===== src/rtl/scsi_pkg.sv =====
/*
 * scsi_pkg: register map, field positions, reset values and sizes for the smart card
 * status and interrupt block.
 * Assumes an APB slave with 32-bit data; every register sits in its own aligned word.
 */
package scsi_pkg;
	// printed offsets are not all multiples of four: they are indices, byte address = 4 x index
	localparam logic [7:0] SCSI_IDX_SELECT = 8'hFA; // repetition select register
	localparam logic [7:0] SCSI_IDX_ENABLE = 8'hFB;
	localparam logic [7:0] SCSI_IDX_IDENT = 8'hFC;
	localparam logic [7:0] SCSI_IDX_STATUS = 8'hFD;
	localparam logic [7:0] SCSI_IDX_CONTACT = 8'hFE;
	localparam logic [7:0] SCSI_IDX_CONTROL = 8'hFF;
	localparam logic [7:0] SCSI_IDX_BUFFER = 8'hF9; // transmit/receive byte buffer
	localparam int SCSI_ADDR_W = 12;
	localparam int SCSI_IDX_LSB = 2;
	// status bits
	localparam int SCSI_B_TBE = 7;
	localparam int SCSI_B_CARD = 6;
	localparam int SCSI_B_VOK = 4;
	localparam int SCSI_B_WTO = 3;
	localparam int SCSI_B_TC = 2;
	localparam int SCSI_B_RC = 1;
	localparam int SCSI_B_PE = 0;
	// control register fields
	localparam int SCSI_B_CARDDET = 6;
	localparam int SCSI_B_VSEL_LO = 4;
	localparam int SCSI_B_CREP = 1;
	// select register field
	localparam int SCSI_B_REPSEL = 4;
	// contact register: c8, c4, io, clk, rst
	localparam logic [7:0] SCSI_CONTACT_GUARDED = 8'h3E;
	localparam logic [7:0] SCSI_CONTACT_RW = 8'hBF;
	// writable and readable masks
	localparam logic [7:0] SCSI_ENABLE_MASK = 8'hDF;
	localparam logic [7:0] SCSI_IDENT_MASK = 8'h9F;
	localparam logic [7:0] SCSI_STATUS_SWCLR = 8'h07;
	localparam logic [7:0] SCSI_SELECT_MASK = 8'h58;
	localparam logic [7:0] SCSI_STATUS_RESET = 8'h80;
	localparam logic [7:0] SCSI_ZERO8 = 8'h00;
	localparam logic [2:0] SCSI_REP_NORMAL = 3'h5; // 1 + 4 repeats
	localparam logic [2:0] SCSI_REP_SHORT = 3'h4; // 1 + 3 repeats
endpackage : scsi_pkg


===== src/rtl/scsi_status_irq.sv =====
/*
 * scsi_status_irq: status flags, latched interrupt flags and enables of a smart card
 * interface, with its control, contact and selection registers, over APB.
 * Assumes UART and waiting time counter events are single-cycle pulses
 * on pclk; card presence and supply-in-range come from pins and are synchronised here.
 */
// Notes on behaviour
// buffer-empty sets on transfer, clears on buffer write
// software trusts buffer-empty only for short guard
// card present status follows pin, no debounce
// presence rise requests irq when enabled
// reserved bits read zero
// supply good follows in-range monitor
// contact bits change only when supply good; bits 7 and 0 change regardless
// timeout sets on expiry, clears on reload/reset
// tx done only on successful transmission; without repetition a failed send sets it too
// rx done set, also after final failure
// parity error only on final failed repetition
// buffer-empty irq flag latched until cleared
// supply error flag latched on leaving range
// timeout irq flag latched until cleared
// tx done irq flag latched until cleared
// rx done irq flag latched until cleared
// parity irq flag set with tx/rx flag
// enable bits at 7,6,4,3,2,1
// enable bit 0 gates parity irq
// repeat select chooses five or four sends
// one irq line from flag and enable
`timescale 1ns/1ps
module scsi_status_irq
	import scsi_pkg::*;
(
	input wire logic pclk,
	input wire logic presetn,
	input wire logic psel,
	input wire logic penable,
	input wire logic pwrite,
	input wire logic [SCSI_ADDR_W-1:0] paddr,
	input wire logic [31:0] pwdata,
	input wire logic [3:0] pstrb,
	output logic [31:0] prdata,
	output logic pready,
	output logic pslverr,
	input wire logic card_detect_pin,
	input wire logic supply_in_range_pin,
	input wire logic tx_buffer_moved,
	input wire logic tx_char_ok,
	input wire logic tx_char_failed,
	input wire logic rx_char_ok,
	input wire logic rx_char_failed,
	input wire logic wait_expired,
	input wire logic wait_reload,
	input wire logic [7:0] rx_byte,
	output logic [7:0] tx_byte,
	output logic tx_byte_load,
	output logic [7:0] contact_levels,
	output logic [7:0] control_bits,
	output logic [2:0] repeat_total,
	output logic irq
);
	logic [1:0] card_sync_reg;
	logic [1:0] vok_sync_reg;
	logic card_present_status;
	logic supply_in_range_status;
	logic card_prev_reg;
	logic vok_prev_reg;
	logic tx_buffer_empty_status;
	logic wait_timeout_status;
	logic tx_char_done_status;
	logic rx_char_done_status;
	logic parity_error_status;
	logic [7:0] ident_reg;
	logic card_irq_reg;
	logic [7:0] enable_reg;
	logic [7:0] control_reg;
	logic [7:0] contact_reg;
	logic [7:0] select_reg;
	logic [7:0] tx_rx_byte_buffer;
	logic [7:0] status_rd;
	logic [7:0] rd_next;
	logic [7:0] idx;
	logic access;
	logic wr;
	logic rd;
	logic mapped;
	logic [7:0] wbyte;
	logic wr_en;
	logic wr_status;
	logic wr_buffer;
	logic rep_on;
	logic tx_done_ev;
	logic tx_irq_ev;
	logic rx_done_ev;
	logic par_ev;
	logic card_rise;
	logic vok_fall;

	// apb decode; zero wait states, unmapped words read zero with pslverr
	assign idx = paddr[SCSI_IDX_LSB +: 8];
	assign access = psel && penable;
	assign wr = access && pwrite && pstrb[0];
	assign rd = access && !pwrite;
	assign mapped = (idx == SCSI_IDX_SELECT) || (idx == SCSI_IDX_ENABLE) ||
		(idx == SCSI_IDX_IDENT) || (idx == SCSI_IDX_STATUS) ||
		(idx == SCSI_IDX_CONTACT) || (idx == SCSI_IDX_CONTROL) ||
		(idx == SCSI_IDX_BUFFER);
	assign pready = 1'b1;
	assign pslverr = access && !mapped;
	assign wbyte = pwdata[7:0];
	assign wr_en = wr && (idx == SCSI_IDX_ENABLE);
	assign wr_status = wr && (idx == SCSI_IDX_STATUS);
	assign wr_buffer = wr && (idx == SCSI_IDX_BUFFER);

	// pins pass two flops; only stage two is looked at
	always_ff @(posedge pclk or negedge presetn) begin
		if (!presetn) begin
			card_sync_reg <= 2'h3; // idle level of an open detector, so no false rise after reset
			vok_sync_reg <= 2'h0;
		end else begin
			card_sync_reg <= {card_sync_reg[0], card_detect_pin};
			vok_sync_reg <= {vok_sync_reg[0], supply_in_range_pin};
		end
	end

	// detector sense bit turns the raw pin into presence; no debounce (software filters)
	assign card_present_status = card_sync_reg[1] ^ ~control_reg[SCSI_B_CARDDET];
	assign supply_in_range_status = vok_sync_reg[1];

	always_ff @(posedge pclk or negedge presetn) begin
		if (!presetn) begin
			card_prev_reg <= 1'b0;
			vok_prev_reg <= 1'b0;
		end else begin
			card_prev_reg <= card_present_status;
			vok_prev_reg <= supply_in_range_status;
		end
	end
	assign card_rise = card_present_status && !card_prev_reg;
	assign vok_fall = !supply_in_range_status && vok_prev_reg;

	// repetition filtering of uart outcomes
	assign rep_on = control_reg[SCSI_B_CREP];
	// with repetition a failed final send is no success; without it the byte still went out
	assign tx_done_ev = tx_char_ok || (!rep_on && tx_char_failed);
	// the transmit flag marks any finished send, so the parity flag always has a partner
	assign tx_irq_ev = tx_char_ok || tx_char_failed;
	// a failed character is still a received one, so the bad byte can be read
	assign rx_done_ev = rx_char_ok || rx_char_failed;
	// without repetition the transmitter never hears the card's error signal
	assign par_ev = rx_char_failed || (rep_on && tx_char_failed);
	assign repeat_total = select_reg[SCSI_B_REPSEL] ? SCSI_REP_SHORT : SCSI_REP_NORMAL;

	// buffer-empty: transfer set wins over a same-cycle buffer write
	always_ff @(posedge pclk or negedge presetn) begin
		if (!presetn) begin
			tx_buffer_empty_status <= SCSI_STATUS_RESET[SCSI_B_TBE];
		end else if (tx_buffer_moved) begin
			tx_buffer_empty_status <= 1'b1;
		end else if (wr_buffer) begin
			tx_buffer_empty_status <= 1'b0;
		end
	end

	// timeout status: cleared only by reload, expiry wins
	always_ff @(posedge pclk or negedge presetn) begin
		if (!presetn) begin
			wait_timeout_status <= 1'b0;
		end else if (wait_expired) begin
			wait_timeout_status <= 1'b1;
		end else if (wait_reload) begin
			wait_timeout_status <= 1'b0;
		end
	end

	// software-cleared status bits: write zero clears, a same-cycle event wins
	always_ff @(posedge pclk or negedge presetn) begin
		if (!presetn) begin
			tx_char_done_status <= 1'b0;
			rx_char_done_status <= 1'b0;
			parity_error_status <= 1'b0;
		end else begin
			tx_char_done_status <= tx_done_ev ||
				(tx_char_done_status && !(wr_status && !wbyte[SCSI_B_TC]));
			rx_char_done_status <= rx_done_ev ||
				(rx_char_done_status && !(wr_status && !wbyte[SCSI_B_RC]));
			parity_error_status <= par_ev ||
				(parity_error_status && !(wr_status && !wbyte[SCSI_B_PE]));
		end
	end

	// latched interrupt flags; read-only, so software clears by writing ones (w1c)
	always_ff @(posedge pclk or negedge presetn) begin
		if (!presetn) begin
			ident_reg <= SCSI_ZERO8;
		end else begin
			ident_reg <= (ident_reg & ~({8{wr && idx == SCSI_IDX_IDENT}} & wbyte)
				& SCSI_IDENT_MASK) |
				{tx_buffer_moved, 2'b00, vok_fall, wait_expired,
				tx_irq_ev, rx_done_ev, par_ev};
		end
	end

	// presence rise pending flag; cleared by writing one to bit 6 of the ident word
	always_ff @(posedge pclk or negedge presetn) begin
		if (!presetn) begin
			card_irq_reg <= 1'b0;
		end else if (card_rise) begin
			card_irq_reg <= 1'b1;
		end else if (wr && idx == SCSI_IDX_IDENT && wbyte[SCSI_B_CARD]) begin
			card_irq_reg <= 1'b0;
		end
	end

	// enable register, reserved bit 5 held zero
	always_ff @(posedge pclk or negedge presetn) begin
		if (!presetn) begin
			enable_reg <= SCSI_ZERO8;
		end else if (wr_en) begin
			enable_reg <= wbyte & SCSI_ENABLE_MASK;
		end
	end

	// control and selection registers
	always_ff @(posedge pclk or negedge presetn) begin
		if (!presetn) begin
			control_reg <= SCSI_ZERO8;
			select_reg <= SCSI_ZERO8;
		end else begin
			if (wr && idx == SCSI_IDX_CONTROL) begin
				control_reg <= wbyte;
			end
			if (wr && idx == SCSI_IDX_SELECT) begin
				select_reg <= wbyte & SCSI_SELECT_MASK;
			end
		end
	end

	// contact bits guarded by supply good; bits 7 and 0 always writable, bit 6 held zero
	always_ff @(posedge pclk or negedge presetn) begin
		if (!presetn) begin
			contact_reg <= SCSI_ZERO8;
		end else if (wr && idx == SCSI_IDX_CONTACT) begin
			if (supply_in_range_status) begin
				contact_reg <= wbyte & SCSI_CONTACT_RW;
			end else begin
				contact_reg <= (contact_reg & SCSI_CONTACT_GUARDED) |
					(wbyte & SCSI_CONTACT_RW & ~SCSI_CONTACT_GUARDED);
			end
		end
	end

	// byte buffer: a write goes to the uart, a finished reception overwrites
	always_ff @(posedge pclk or negedge presetn) begin
		if (!presetn) begin
			tx_rx_byte_buffer <= SCSI_ZERO8;
		end else if (wr_buffer) begin
			tx_rx_byte_buffer <= wbyte;
		end else if (rx_done_ev) begin
			tx_rx_byte_buffer <= rx_byte;
		end
	end

	always_ff @(posedge pclk or negedge presetn) begin
		if (!presetn) begin
			tx_byte <= SCSI_ZERO8;
			tx_byte_load <= 1'b0;
		end else begin
			tx_byte_load <= wr_buffer;
			if (wr_buffer) begin
				tx_byte <= wbyte;
			end
		end
	end

	assign contact_levels = contact_reg;
	assign control_bits = control_reg;

	// one line for every enabled flag, presence at bit 6
	assign irq = |((ident_reg | {1'b0, card_irq_reg, 6'h00}) & enable_reg);

	assign status_rd = {tx_buffer_empty_status, card_present_status, 1'b0,
		supply_in_range_status, wait_timeout_status, tx_char_done_status,
		rx_char_done_status, parity_error_status};

	// read mux; reserved bits come back zero
	always_comb begin
		rd_next = SCSI_ZERO8;
		unique case (idx)
			SCSI_IDX_SELECT: rd_next = select_reg;
			SCSI_IDX_ENABLE: rd_next = enable_reg;
			SCSI_IDX_IDENT: rd_next = ident_reg & SCSI_IDENT_MASK;
			SCSI_IDX_STATUS: rd_next = status_rd;
			SCSI_IDX_CONTACT: rd_next = contact_reg;
			SCSI_IDX_CONTROL: rd_next = control_reg;
			SCSI_IDX_BUFFER: rd_next = tx_rx_byte_buffer;
			default: rd_next = SCSI_ZERO8;
		endcase
	end
	assign prdata = rd ? {24'h000000, rd_next} : 32'h00000000;

	// assertions
	a_tbe_set: assert property (@(posedge pclk) disable iff (!presetn)
		tx_buffer_moved |=> tx_buffer_empty_status)
		else $error("buffer empty not set after transfer");
	a_tbe_clear: assert property (@(posedge pclk) disable iff (!presetn)
		wr_buffer && !tx_buffer_moved |=> !tx_buffer_empty_status)
		else $error("buffer empty not cleared by write");
	a_wto_hold: assert property (@(posedge pclk) disable iff (!presetn)
		wait_timeout_status && !wait_reload |=> wait_timeout_status)
		else $error("timeout status lost without reload");
	a_tc_fail: assert property (@(posedge pclk) disable iff (!presetn)
		!tx_char_done_status && !tx_char_ok && (rep_on || !tx_char_failed)
		|=> !tx_char_done_status)
		else $error("tx done set without success");
	a_pi_pair: assert property (@(posedge pclk) disable iff (!presetn)
		$rose(ident_reg[SCSI_B_PE]) |-> ident_reg[SCSI_B_TC] || ident_reg[SCSI_B_RC])
		else $error("parity flag without char flag");
	a_vok_err: assert property (@(posedge pclk) disable iff (!presetn)
		vok_fall |=> ident_reg[SCSI_B_VOK])
		else $error("supply error not latched");
	a_contact_guard: assert property (@(posedge pclk) disable iff (!presetn)
		!supply_in_range_status |=> $stable(contact_reg & SCSI_CONTACT_GUARDED))
		else $error("contact bit changed without good supply");
	a_irq_line: assert property (@(posedge pclk) disable iff (!presetn)
		irq == |((ident_reg | {1'b0, card_irq_reg, 6'h00}) & enable_reg))
		else $error("irq line mismatch");
	a_card_irq: assert property (@(posedge pclk) disable iff (!presetn)
		card_rise && enable_reg[SCSI_B_CARD] |=> irq)
		else $error("presence rise gave no irq");
	a_rsvd_zero: assert property (@(posedge pclk) disable iff (!presetn)
		rd && idx == SCSI_IDX_ENABLE |-> prdata[5] == 1'b0)
		else $error("reserved enable bit read nonzero");
	a_tbe_irq: assert property (@(posedge pclk) disable iff (!presetn)
		tx_buffer_moved |=> ident_reg[SCSI_B_TBE])
		else $error("buffer empty flag not latched");
	a_wto_irq: assert property (@(posedge pclk) disable iff (!presetn)
		wait_expired |=> ident_reg[SCSI_B_WTO] && wait_timeout_status)
		else $error("timeout flag not latched");
	a_rx_fail: assert property (@(posedge pclk) disable iff (!presetn)
		rx_char_failed |=> rx_char_done_status && ident_reg[SCSI_B_RC])
		else $error("failed reception not reported");
	a_pe_norep: assert property (@(posedge pclk) disable iff (!presetn)
		!rep_on && !rx_char_failed && !parity_error_status |=> !parity_error_status)
		else $error("parity error set without failed reception");
	a_ident_rsvd: assert property (@(posedge pclk) disable iff (!presetn)
		rd && idx == SCSI_IDX_IDENT |-> prdata[6:5] == 2'b00)
		else $error("reserved ident bits read nonzero");
endmodule : scsi_status_irq


===== config.mk =====
export PLATFORM = sky130hd
export DESIGN_NAME = scsi_status_irq
export DESIGN_NICKNAME = d
export VERILOG_FILES = /design/src/rtl/scsi_pkg.sv /design/src/rtl/scsi_status_irq.sv
export SDC_FILE = /design/constraint.sdc
export NUM_CORES = 1
export LEC_CHECK = 0
export ABC_AREA = 1
export BUFFER_PORTS_ARGS = -buffer_cell sky130_fd_sc_hd__buf_2
export CAP_MARGIN = 40
export CORE_UTILIZATION = 38
export CTS_BUF_LIST = sky130_fd_sc_hd__clkbuf_16
export CTS_CLUSTER_DIAMETER = 100
export DETAILED_ROUTE_END_ITERATION = 8
export PLACE_DENSITY_LB_ADDON = 0.08
export REMOVE_ABC_BUFFERS = 1
export SETUP_SLACK_MARGIN = 0.2
export SLEW_MARGIN = 10
export SYNTH_ARGS = -nofsm -noshare
export SYNTH_HDL_FRONTEND = slang
export SYNTH_SLANG_ARGS = --single-unit

===== constraint.sdc =====
create_clock -name pclk -period 1.3 [get_ports pclk]
set_clock_uncertainty 0.05 [all_clocks]
set_input_delay 0.195 -clock pclk [delete_from_list [all_inputs] [get_ports pclk]]
set_output_delay 0.195 -clock pclk [all_outputs]
set_load 0.005 [all_outputs]

# --- Word-level counts from Yosys, hierarchy flattened ---
# Cells that the tools add are included.
word_totals:
  register_bits: 63
  output_inout_bits: 63
classes:
  eq_ne: 7
  muxes: 12
  bitwise: 9
  reduce_logical: 52
ops:
  columns: ["cell", "n"]
  rows:
  - ["$eq 8x8->1 const B", 7]
  - ["$pmux 8 s7", 1]
  - ["$mux 8", 4]
  - ["$and 8x8->8", 3]
  - ["$logic_and 1x1->1", 23]
  - ["$logic_or 1x1->1", 13]
  - ["$logic_not 1->1", 11]
  - ["$not 8->8", 1]
  - ["$or 6x8->8", 1]
  - ["$or 8x7->8", 1]
  - ["$or 8x8->8", 1]
  - ["$reduce_bool 2->1", 4]
  - ["$reduce_or 8->1", 1]
  - ["$mux 1", 7]
  - ["$not 1->1", 1]
  - ["$xor 1x1->1", 1]

# --- Logic depth before layout (Yosys ltp) ---
logic_depth:
  ltp_word: 9
  depth_mapped: 10
  depth_no_buf: 9

# --- Least setup slack after synthesis ---
# Ideal clock, no wire load.
synth_path:
  path_kind: "input to output"
  from: "in paddr[7]"
  to: "out prdata[2]"
  arrival_time_ns: 1.066
  slack_ns: -0.011
  path_stages: 8
  cell_sequence: "nand2_1 -> nor2_4 -> buf_6 -> buf_6 -> o211ai_1 -> nand3_1 -> nand2_1 -> nor2_1"
synth_between:
  elab_chain_len: 3
synth_rtl:
  columns: ["item", "line", "rtl"]
  rows:
  - ["start, declared", "scsi_status_irq.sv:38", "input wire logic [SCSI_ADDR_W-1:0] paddr,"]
  - ["$eq 8x8->1", "scsi_status_irq.sv:288", "unique case (idx)"]
  - ["$pmux 8 s7 (*)", "scsi_status_irq.sv:288", null]
  - ["$mux 8 (*)", "scsi_status_irq.sv:299", "assign prdata = rd ? {24'h000000, rd_next} : 32'h00000000;"]
  - ["end, declared", "scsi_status_irq.sv:41", "output logic [31:0] prdata,"]
# Mark *: on every way between the ends. The rest lies on a longest branch, timed or not.

# --- Worst setup path in the final report ---
layout_path:
  from: "reg card_sync_reg[1]"
  to: "out prdata[6]"
layout_between:
  elab_chain_len: 3
layout_rtl:
  columns: ["item", "line", "rtl"]
  rows:
  - ["start, declared", "scsi_status_irq.sv:61", "logic [1:0] card_sync_reg;"]
  - ["start signal, assigned", "scsi_status_irq.sv:120", "card_sync_reg <= {card_sync_reg[0], card_detect_pin};"]
  - ["$xor 1x1->1", "scsi_status_irq.sv:126", "assign card_present_status = card_sync_reg[1] ^ ~control_reg[SCSI_B_CARDDET];"]
  - ["via card_present_status", "scsi_status_irq.sv:63", "logic card_present_status;"]
  - ["$pmux 8 s7", "scsi_status_irq.sv:288", null]
  - ["$mux 8", "scsi_status_irq.sv:299", null]
# The timed path passes the listed nets, and every way through them passes these cells.

==> impl_metrics.toml <==
[clocking]
cts_tree = "yes"
htreeDepth = 3
numClockSinks = 60
clock_path_buffers = 2
cts_buffers = 9
clock_latency_ns = 0.32
clock-root-buffer = "clkbuf_16"
cts.clk_slew.worst_paths_ns = 0.05

[timing]
setup_violations = 10
whs_ns = 0.0157
min_period_ns = 1.69
final_hold_viol_count = 0
fmax_ghz = 0.590
timing.final.crit_share = 1.30
setup_ws_ns = -0.394
finalMaxSlewViolations = 0
rsz0062_at_grt = "yes"

[place]
dp_slack_ns = -0.326
dp_hpwl_mm = 6.92
dpl.cell_count = 618
gp_congestion = 0.819
portBuffers = 73

[drt]
first_iter_violations = 162
wire_per_inst_um = 16.1
ant_nets = 0
via_count = 3332
first_pass_iters = 4
drc = 0
routed_wl_mm = 10.7
vias_per_cell = 5.00

[floorplanning]
dieArea_um2 = 8930
initial_core_util = 0.394
dieHeight_um = 94.5
rows = 33
core_um2 = 8260
io_pins = 133
dieWidth_um = 94.5

[synth]
ys_types = 26
avgSynthCellArea_um2 = 8.03
synth.area.mux_share = 0
synth.cell_area_um2 = 3250
synth-xor-area-share = 0.00269
synth-adder-area-share = 0
syn_inst = 405
synth_simple_gate_area_frac = 0.329
synth_seq_cells = 60
ys_seq_area_frac = 0.463
synth_top_family_by_area = "simple AND/OR/NAND/NOR gates"
synth-compound-area-share = 0.0758
yosys_warnings = 0

[global_routing]
grt_max_degree = 27
antenna_found_initial = 0
gr-total-overflow = 0
grt_usage = 0.248
grt_busiest_layer = "met2"
grt_pass1_wl_mm = 16.1
met3_usage = 0.0435
grtUsageMet1 = 0.337
grt_pass1_vias = 3021
gr-usage-met2 = 0.393

[finish]
syn2layout_area_growth_pct = 62.6
antennaDiodeCount = 0
fin_cells = 666
finish.net_count = 626
drive_gt1_frac = 0.463

[setup_path]
arrival_ns = 1.45
required_ns = 1.05
end_kind = "primary output"
worstPathMaxFanout = 2
startpoint_type = "flip-flop"
path_class = "flip-flop to primary output"
rrSetupSlack_ns = 0.19

[pwr]
powerDensity_nw_per_um2 = 905
p_leak_nw = 2.71
ir_drop_uv = 726

[status]
outcome = "complete, but fails checks"
violations = "setup timing"

[flow_run]
cap_viol_max_count = 0

[min_path]
hold_class = "primary input to flip-flop"
==> final cells by class <==
cell class	count	area (µm²)
Tap cell	105	131
Clock inverter	7	58.8
Inverter	34	143
Clock buffer	9	225
Fill cell	702	2970
Timing Repair Buffer	149	1430
Multi-Input combinational cell	302	1800
Sequential cell	60	1510
==> cells by family (layout without fill, tap and decap cells) <==
logic type	Yosys count	after routing
buffers and inverters	71	199
DFF	60	60
other	2	28
xor gates and xnor gates	1	1
and+or+nand+nor	228	230
AOI/OAI and AO/OA	43	43
==> critical path, cell delays in order, from the launching register on <==
cell and delay (ns):
dfstp_2 0.53, xnor2_2 0.12, nand3_1 0.10, nand3_1 0.08, nor2_1 0.04, nor2_1 0.12
buf_2 0.13
==> cell usage after synthesis <==
| cell | number | area [µm²] |
|---|---|---|
| buf_6 | 4 | 45.0 |
| nor2_1 | 25 | 93.8 |
| conb_1 | 2 | 7.51 |
| inv_2 | 8 | 30.0 |
| inv_1 | 26 | 97.6 |
| a21oi_1 | 8 | 40.0 |
| o21a_1 | 6 | 45.0 |
| nand3_4 | 2 | 35.0 |
| nor2_4 | 8 | 90.1 |
| nand2_2 | 6 | 37.5 |
| buf_2 | 2 | 10.0 |
| buf_4 | 31 | 233 |
| xnor2_1 | 1 | 8.76 |
| a221oi_1 | 1 | 8.76 |
| dfrtp_1 | 57 | 1430 |
| nand4_1 | 1 | 6.26 |
| o31ai_1 | 3 | 22.5 |
| nand2_1 | 126 | 473 |
| nor3_1 | 1 | 5.00 |
| dfstp_2 | 3 | 78.8 |
| nor2_2 | 2 | 12.5 |
| o21ai_0 | 11 | 55.1 |
| nand3_1 | 55 | 275 |
| nor2_8 | 2 | 40.0 |
| o21ai_1 | 12 | 60.1 |
| o211ai_1 | 2 | 15.0 |
==> through the flow <==
| stage | utilization | power, mW | cell area (µm²) | TNS (ns) |
|---|---|---|---|---|
| 4_1_cts | 0.616 | 4.78 | 5090 | -3.00 |
| 3_5_place_dp | 0.486 | 2.37 | 4020 | -11.67 |
| 5_1_grt | 0.640 | 4.96 | 5290 | -4.30 |
| 2_1_floorplan | - | 2.11 | 3060 | -18.08 |
| 3_3_place_gp | 0.486 | 2.36 | 4020 | -10.63 |
| 6_report | 0.640 | 4.79 | 5290 | -3.09 |
==> final timing paths <==
check | start | end | depth (start not counted)
min in group asynchronous | presetn | wait_timeout_status | 2
max in group asynchronous | presetn | contact_levels[1] | 4
worst max-delay path | card_sync_reg[1] | prdata[6] | 6
worst min-delay path | wait_reload | wait_timeout_status | 2
worst min register to register | vok_sync_reg[0] | vok_sync_reg[1] | 0
worst max register to register | card_sync_reg[1] | card_irq_reg | 5
==> report_power, final <==
group / internal [mW] / total [mW] / switching [mW]
logic: 0.258 / 0.559 / 0.301
clock network: 1.45 / 2.28 / 0.826
registers: 1.92 / 1.95 / 0.0320
total: 3.63 / 4.79 / 1.16
==> metal layers <==
metal | wire length (µm) | up-vias
met2 | 5180 | 138
met1 | 4700 | 1612
met4 | 297 | 0
met3 | 572 | 26
li1 | - | 1556
met5 | 0 | -
==> what timing repair did <==
item,CTS,global route
pin swaps,33,38
gates cloned,9,1
hold endpoints to repair,12,0
setup buffers,14,5
gates resized for setup,110,43
setup endpoints to repair,61,83
hold buffers,3,0
==> layout by cell type (no fill, tap or decap), types with 21 or more instances in the layout <==
cell type	n
nor2_1	23
buf_6	26
inv_1	25
nand2_2	25
nand3_1	34
nand3_2	21
buf_2	65
conb_1	28
buf_4	28
dfrtp_1	57
nand2_1	95
(Power assumes the default switching activity.)
